$ cat config.mk
export PLATFORM = sky130hd
export DESIGN_NAME = clock_source_startup_calib
export DESIGN_NICKNAME = d
export VERILOG_FILES = /design/src/clock_startup_pkg.sv /design/src/clock_source_startup_calib.sv
export SDC_FILE = /design/constraint.sdc
export NUM_CORES = 1
export LEC_CHECK = 0
export BUFFER_PORTS_ARGS = -buffer_cell sky130_fd_sc_hd__buf_2
export CAP_MARGIN = 5
export CORE_ASPECT_RATIO = 0.5
export CORE_MARGIN = 2
export CORE_UTILIZATION = 57
export CTS_CLUSTER_DIAMETER = 60
export DETAILED_ROUTE_END_ITERATION = 7
export PLACE_DENSITY = 0.82
export SLEW_MARGIN = 20
export SYNTH_ARGS = -nofsm -noshare
export SYNTH_HDL_FRONTEND = slang
export SYNTH_SLANG_ARGS = --single-unit
$ cat constraint.sdc
create_clock -name mclk -period 11 [get_ports mclk]
set_input_delay 2.2 -clock mclk [delete_from_list [all_inputs] [get_ports mclk]]
set_output_delay 2.2 -clock mclk [all_outputs]
set_load 0.005 [all_outputs]
$ cat src/clock_startup_pkg.sv
// Purpose: constants for clock source selection and start-up timing
// Assumes: configuration settings arrive as static levels
// Notes: settings use "0" for programmed, "1" for unprogrammed
// Behaviour
// - crystal band from upper three select bits: 100,101,110,111.
// - crystal group0, start-up 00/01: 258 cycles; reset +4.1/65 ms.
// - 1K-cycle wait for group0 10/11 and group1 00.
// - crystal group 1 with 01/10/11: 16K cycles wait.
// - RC 4 MHz for codes 0010-0011, 8 MHz for 0100-0101.
// - divide-by-eight setting delivered programmed.
// - every reset copies factory calibration bits 6..0 into trim register, bit 7 cleared.
// - watchdog oscillator still times watchdog and reset time-out.
// - RC source: 6-cycle wake-up; reset adds 14, +4.1 ms, +65 ms.
// - trim value is seven bits 6..0; larger values raise frequency.
// - trimmed frequency range spans 50 to 200 percent of nominal.
// - extra reset delays are 512 or 8192 watchdog cycles.
// - divider resets to 0011 if divide-by-eight programmed, else 0000.
package clock_startup_pkg;
  localparam logic [2:0] band_low = 3'h4;
  localparam logic [2:0] band_mid = 3'h5;
  localparam logic [2:0] band_high = 3'h6;
  localparam logic [2:0] band_top = 3'h7;
  localparam logic [3:0] sel_rc4_a = 4'h2;
  localparam logic [3:0] sel_rc4_b = 4'h3;
  localparam logic [3:0] sel_rc8_a = 4'h4;
  localparam logic [3:0] sel_rc8_b = 4'h5;
  localparam logic [3:0] sel_default = 4'h4;
  localparam logic [1:0] sut_default = 2'h2;
  localparam logic div8_default = 1'h0;
  localparam logic [15:0] ck_258 = 16'h0102;
  localparam logic [15:0] ck_1k = 16'h0400;
  localparam logic [15:0] ck_16k = 16'h4000;
  localparam logic [15:0] ck_6 = 16'h0006;
  localparam logic [15:0] ck_14 = 16'h000e;
  localparam logic [15:0] wdt_short = 16'h0200;
  localparam logic [15:0] wdt_long = 16'h2000;
  localparam logic [3:0] div_by_eight = 4'h3;
  localparam logic [3:0] div_by_one = 4'h0;
  localparam int trim_width = 7;
  localparam int trim_msb = 6;
  typedef enum logic [2:0] {
    st_reset = 3'b000,
    st_osc = 3'b001,
    st_wdt = 3'b010,
    st_fourteen = 3'b011,
    st_run = 3'b100,
    st_halt = 3'b101
  } phase_type;
  typedef enum logic [1:0] {
    src_ext = 2'b00,
    src_rc = 2'b01,
    src_xtal = 2'b10,
    src_other = 2'b11
  } source_type;
endpackage

$ cat src/clock_source_startup_calib.sv
// Purpose: picks clock source, times start-up, holds rc trim register
// Assumes: mclk is the selected oscillator; watchdog ticks come from a pin
// Notes: oscillator amplifier itself is analog and lives outside
`timescale 1ns/100ps
module clock_source_startup_calib
  import clock_startup_pkg::*;
(
  input wire logic mclk,
  input wire logic rst,
  input wire logic [3:0] clock_source_select_setting,
  input wire logic [1:0] startup_time_setting,
  input wire logic divide_by_eight_setting,
  input wire logic [7:0] factory_calibration_byte,
  input wire logic wake_request,
  input wire logic watchdog_osc_tick,
  input wire logic trim_write,
  input wire logic [7:0] trim_write_data,
  output logic [7:0] rc_oscillator_trim,
  output logic [3:0] system_divider_select,
  output logic rc_select,
  output logic rc_8mhz,
  output logic crystal_enable,
  output logic [2:0] crystal_band_select,
  output logic startup_group_select,
  output logic cpu_run,
  output logic config_reserved
);
  // ------------------------------------------------------------
  // decode helpers
  // ------------------------------------------------------------
  function automatic source_type decode_source(input logic [3:0] sel);
    if (sel[3])
      decode_source = src_xtal;
    else if (sel == sel_rc4_a || sel == sel_rc4_b ||
             sel == sel_rc8_a || sel == sel_rc8_b)
      decode_source = src_rc;
    else if (sel == 4'h0)
      decode_source = src_ext;
    else
      decode_source = src_other;
  endfunction

  // wake-up count in oscillator cycles
  function automatic logic [15:0] osc_count(input logic [3:0] sel,
                                            input logic [1:0] sut);
    logic [2:0] code;
    code = {sel[0], sut};
    if (!sel[3])
      osc_count = ck_6;
    else if (code == 3'h0 || code == 3'h1)
      osc_count = ck_258;
    else if (code == 3'h2 || code == 3'h3 || code == 3'h4)
      osc_count = ck_1k;
    else
      osc_count = ck_16k;
  endfunction

  // watchdog-timed reset delay: 0 none, else cycle count
  function automatic logic [15:0] wdt_count(input logic [3:0] sel,
                                            input logic [1:0] sut);
    logic [1:0] step;
    step = sel[3] ? 2'(({1'b0, sut} + 3'(sel[0] ? 3'h2 : 3'h1)) % 3)
                  : sut;
    case (step)
      2'h1: wdt_count = wdt_short;
      2'h2: wdt_count = wdt_long;
      default: wdt_count = 16'h0000;
    endcase
  endfunction

  // ------------------------------------------------------------
  // watchdog tick synchroniser
  // ------------------------------------------------------------
  logic [2:0] tick_sync_reg;
  logic [2:0] tick_sync_next;
  logic tick_level_reg;
  logic tick_level_next;
  logic tick_edge;
  always_comb
  begin
    tick_sync_next = {tick_sync_reg[1:0], watchdog_osc_tick};
    tick_level_next = tick_level_reg;
    // a level counts only once stages 1 and 2 agree
    if (tick_sync_reg[1] == tick_sync_reg[2])
      tick_level_next = tick_sync_reg[2];
  end
  always_ff @(posedge mclk or posedge rst)
  begin
    if (rst)
    begin
      tick_sync_reg <= 3'h0;
      tick_level_reg <= 1'b0;
    end
    else
    begin
      tick_sync_reg <= tick_sync_next;
      tick_level_reg <= tick_level_next;
    end
  end
  // stage 0 feeds only stage 1; edge is taken from the agreed later stages
  assign tick_edge = tick_sync_reg[1] & tick_sync_reg[2] & ~tick_level_reg;

  // ------------------------------------------------------------
  // start-up sequencer
  // ------------------------------------------------------------
  phase_type phase_reg;
  phase_type phase_next;
  logic [15:0] count_reg;
  logic [15:0] count_next;
  logic [7:0] trim_reg;
  logic [7:0] trim_next;
  logic [3:0] div_reg;
  logic [3:0] div_next;
  logic run_reg;
  logic run_next;
  logic [3:0] sel_reg;
  logic [3:0] sel_next;
  logic [1:0] sut_reg;
  logic [1:0] sut_next;
  logic [15:0] wdt_need;

  assign wdt_need = wdt_count(sel_reg, sut_reg);

  always_comb
  begin
    phase_next = phase_reg;
    count_next = count_reg;
    trim_next = trim_reg;
    div_next = div_reg;
    run_next = 1'b0;
    sel_next = sel_reg;
    sut_next = sut_reg;
    case (phase_reg)
      st_reset:
      begin
        // settings and calibration are caught after release, never async
        sel_next = clock_source_select_setting;
        sut_next = startup_time_setting;
        trim_next = {1'b0, factory_calibration_byte[trim_msb:0]};
        div_next = divide_by_eight_setting ? div_by_one
                                           : div_by_eight;
        count_next = 16'h0000;
        phase_next = st_fourteen;
      end
      st_fourteen:
      begin
        // reset adds 14 oscillator cycles before the watchdog delay
        if (count_reg == ck_14 - 16'h0001)
        begin
          count_next = 16'h0000;
          phase_next = st_wdt;
        end
        else
          count_next = count_reg + 16'h0001;
      end
      st_wdt:
      begin
        // watchdog oscillator times the reset delay even on rc clock
        if (count_reg >= wdt_need)
        begin
          count_next = 16'h0000;
          phase_next = st_run;
        end
        else if (tick_edge)
          count_next = count_reg + 16'h0001;
      end
      st_run:
      begin
        run_next = 1'b1;
        if (wake_request)
        begin
          run_next = 1'b0;
          count_next = 16'h0000;
          phase_next = st_osc;
        end
      end
      st_osc:
      begin
        // wake from power-down: count oscillator cycles only
        if (count_reg == osc_count(sel_reg, sut_reg) - 16'h0001)
        begin
          run_next = 1'b1;
          phase_next = st_run;
        end
        else
          count_next = count_reg + 16'h0001;
      end
      default:
      begin
        phase_next = st_reset;
      end
    endcase
    if (trim_write && phase_reg != st_reset)
      trim_next = {1'b0, trim_write_data[trim_msb:0]};
  end

  always_ff @(posedge mclk or posedge rst)
  begin
    if (rst)
    begin
      phase_reg <= st_reset;
      count_reg <= 16'h0000;
      trim_reg <= 8'h00;
      div_reg <= div_by_eight;
      run_reg <= 1'b0;
      sel_reg <= sel_default;
      sut_reg <= sut_default;
    end
    else
    begin
      phase_reg <= phase_next;
      count_reg <= count_next;
      trim_reg <= trim_next;
      div_reg <= div_next;
      run_reg <= run_next;
      sel_reg <= sel_next;
      sut_reg <= sut_next;
    end
  end

  // ------------------------------------------------------------
  // registered decode outputs
  // ------------------------------------------------------------
  logic [4:0] dec_reg;
  logic [4:0] dec_next;
  logic [2:0] band_reg;
  logic [2:0] band_next;
  source_type src;
  always_comb
  begin
    src = decode_source(sel_reg);
    band_next = sel_reg[3:1];
    dec_next[0] = (src == src_rc);
    dec_next[1] = (src == src_rc) && sel_reg[2];
    dec_next[2] = (src == src_xtal);
    dec_next[3] = (src == src_other) ||
                  ((src == src_rc) && sut_reg == 2'h3);
    dec_next[4] = sel_reg[0];
  end
  always_ff @(posedge mclk or posedge rst)
  begin
    if (rst)
    begin
      dec_reg <= 5'h00;
      band_reg <= band_low;
    end
    else
    begin
      dec_reg <= dec_next;
      band_reg <= band_next;
    end
  end

  assign rc_oscillator_trim = trim_reg;
  assign system_divider_select = div_reg;
  assign cpu_run = run_reg;
  assign rc_select = dec_reg[0];
  assign rc_8mhz = dec_reg[1];
  assign crystal_enable = dec_reg[2];
  assign config_reserved = dec_reg[3];
  assign startup_group_select = dec_reg[4];
  assign crystal_band_select = band_reg;
endmodule

==> metrics.yaml <==
outcome:
  status: "complete, no violations"
logic_synthesis:
  yosysMostFrequentCell: "dfrtp_1"
  synthTopCellsByCount: "dfrtp_1 (42), nand2_1 (30), o21ai_0 (18)"
  yosysSeqAreaShare_pct: 44.96
  ys_ff_latch: 46
  netlist_area_sq_um: 2571
  synth_cell_types: 53
  synthTopCellsByArea: "dfrtp_1 (41%), nand2_1 (4.4%), dfstp_2 (4.1%)"
  yosysWarnings: 0
  ys_async_sr_fraction_pct: 100.0
  synth.avg_cell_area_sq_um: 9.814
  synthFlopType: "dfrtp_1"
  yosysTopAreaCell: "dfrtp_1"
  netlist_instances: 262
  synth_top_area_share_pct: 40.88
  synth-edff-count: 0
sta:
  rsz0062_at_grt: "false"
  tightest_slew_ns: 0.7332
  slew_headroom_pct: 51.12
  final.setup.tns_ns: 0
  finalMaxSlewViolations: 0
  finalHoldViolations: 0
  skew_ns: 0.008625
  min_period_ns: 4.761
  max_freq_ghz: 0.2100
  setup_violations: 0
  period_share_pct: 43.28
die:
  initial_core_util_pct: 58.97
  row_count: 17
  die_y_microns: 51.49
  ios: 49
  dieArea_sq_um: 5097
  die_w_microns: 98.99
  core_area_sq_um: 4360
route:
  drc_errors: 0
  drtIter0Drc: 105
  routed_wl_microns: 5135
  post_drt_via_cell_ratio: 5.868
  drtAntennaViolNets: 0
  via_count: 2095
  detail_route.first_pass.iterations: 4
  routedWlPerCell_microns: 14.38
final_layout:
  nets: 336
  syn_to_final_growth_pct: 11.92
  nFillCells: 330
  final_core_util_pct: 66.00
  largest_reg_flops: 16
  drive_gt1_share_pct: 24.67
  antenna_cells: 0
clock_network:
  cts_tree: "done"
  clk_latency_ns: 0.30
  cts_hold_buf: 0
  htree_levels: 2
  clk_pin_slew_ns: 0.09
  cts-resized-gates: 0
  cts_buffers: 5
  cts_root_buffer: "clkbuf_8"
  cts_setup_buffers: 0
  cts.sinks: 46
  clock_path_buffers: 2
critical_path:
  cp.required_ns: 11.19
  worstReg2RegEnd: "count_reg[13]"
  critPathKind: "flip-flop to flip-flop"
  cp-start-kind: "flip-flop"
  path_max_fanout: 22
  r2r-start: "sel_reg[0]"
  arrival_ns: 4.95
  r2r_setup_slack_ns: 6.24
  end_kind: "flip-flop"
  worstRegToRegCells: 16
power_and_ir_drop:
  power.leakage_nw: 1.275
  powerDensity_nw_per_um2: 277.3
  power_mw: 0.7979
  irDropWorstVdd_v: 0.0001089
placed_design:
  port-buffer-count: 43
  hpwl_microns: 3750
  finalWeightedCongestion: 0.8662
min_path:
  holdPathStages: 0
  hp-start: "tick_sync_reg[0]"
  min_to: "tick_sync_reg[1]"
  min_path_type: "flip-flop to flip-flop"
job:
  maxCapViolations: 0
grt:
  overflow: 0
  antenna_found_initial: 0
  grt_pass1_wl_microns: 8452
  grt_pass1_vias: 1843
  grt_max_degree: 47
  grt_usage_pct: 21.02
-- power breakdown --
part | internal [mW] | total (mW) | switching, mW
registers | 0.226 | 0.281 | 0.0554
clock network | 0.0455 | 0.107 | 0.0612
logic | 0.190 | 0.410 | 0.220
total | 0.461 | 0.798 | 0.337
-- worst max-delay path, stage by stage, from the launching register on --
cell	delay, ns
dfrtp_1	0.51
inv_1	0.10
ha_1	0.21
fa_1	0.43
inv_1	0.10
nor2_1	0.06
ha_1	0.19
or3_1	0.39
a31oi_1	0.22
nand2_1	0.08
ha_1	0.17
or4b_1	0.52
a2111oi_4	0.41
a32o_1	0.22
a31o_1	0.58
nor2_1	0.20
a22o_1	0.25
-- layout make-up --
cell class                      count  area, sq um  share of cell area, %
Tap cell                           57        71.32                  2.478
Timing Repair Buffer               45        230.2                  8.000
Multi-Input combinational cell    192         1294                  44.96
Inverter                            9        33.78                  1.174
Clock buffer                        5        68.82                  2.391
Clock inverter                      3        23.77                 0.8261
Sequential cell                    46         1156                  40.17
-- cell families (layout without fill, tap and decap cells) --
| family | after synthesis | in the layout | synth area share (%) |
|---|---|---|---|
| xor gates and xnor gates | 2 | 2 | 0.6814 |
| buffers and inverters | 26 | 62 | 5.207 |
| DFF | 46 | 46 | 44.96 |
| other | 1 | 3 | 0.1458 |
| muxes | 17 | 17 | 7.008 |
| and+or+nand+nor | 100 | 100 | 21.17 |
| adders and majority gates | 9 | 9 | 4.672 |
| AOI/OAI and AO/OA | 61 | 61 | 16.16 |
-- how the worst max path moves through the flow --
| stage | start | to | slack (ns) | cells after the start |
|---|---|---|---|---|
| final | sel_reg[0] | count_reg[13] | 6.24 | 16 |
| after global routing | sel_reg[0] | count_reg[7] | 5.83 | 16 |
| after CTS | sel_reg[0] | count_reg[13] | 6.22 | 16 |
| after detailed placement | sel_reg[0] | count_reg[13] | 6.25 | 16 |
| after global placement | sel_reg[0] | count_reg[13] | 6.39 | 16 |
| after floorplan | sel_reg[0] | count_reg[10] | 6.75 | 17 |
-- metal layers --
metal | track usage (%) | routed length [microns] | up-vias
met2 | 34.91 | 2335 | 81
met5 | 0 | 0 | -
met3 | 4.435 | 365 | 10
met1 | 27.87 | 2338 | 992
met4 | 7.534 | 96 | 0
li1 | - | - | 1012
-- cell usage in the layout, fill, tap and decap left out, types with 3 or more instances in the layout --
master,Yosys,final
buf_2,2,43
dfrtp_1,42,42
nand2_1,30,30
o21ai_0,18,18
nor2_1,14,14
a21oi_1,11,11
nand3_1,10,10
nand2b_1,10,10
mux2i_1,9,9
mux2_2,8,8
inv_1,9,8
ha_1,8,8
nor3_1,7,6
or4_1,5,5
clkbuf_8,0,5
and2_1,4,4
a22o_1,4,4
dfstp_2,4,4
a21o_1,3,3
o211ai_1,3,3
nor4_1,3,3
o21ai_1,3,3
o31ai_1,3,3
o21bai_1,3,3
conb_1,1,3
-- stage by stage --
| step | setup slack, ns | std cells | instance area [sq um] | hold slack (ns) |
|---|---|---|---|---|
| after floorplan | 6.746 | 264 | 2579 | 0.3312 |
| after CTS | 6.216 | 357 | 2878 | 0.3833 |
| after global placement | 6.393 | 349 | 2785 | 0.3350 |
| after global routing | 5.831 | 357 | 2878 | 0.3862 |
| after detailed placement | 6.248 | 349 | 2785 | 0.3623 |
| final | 6.239 | 357 | 2878 | 0.3748 |
(Power assumes the default switching activity.)
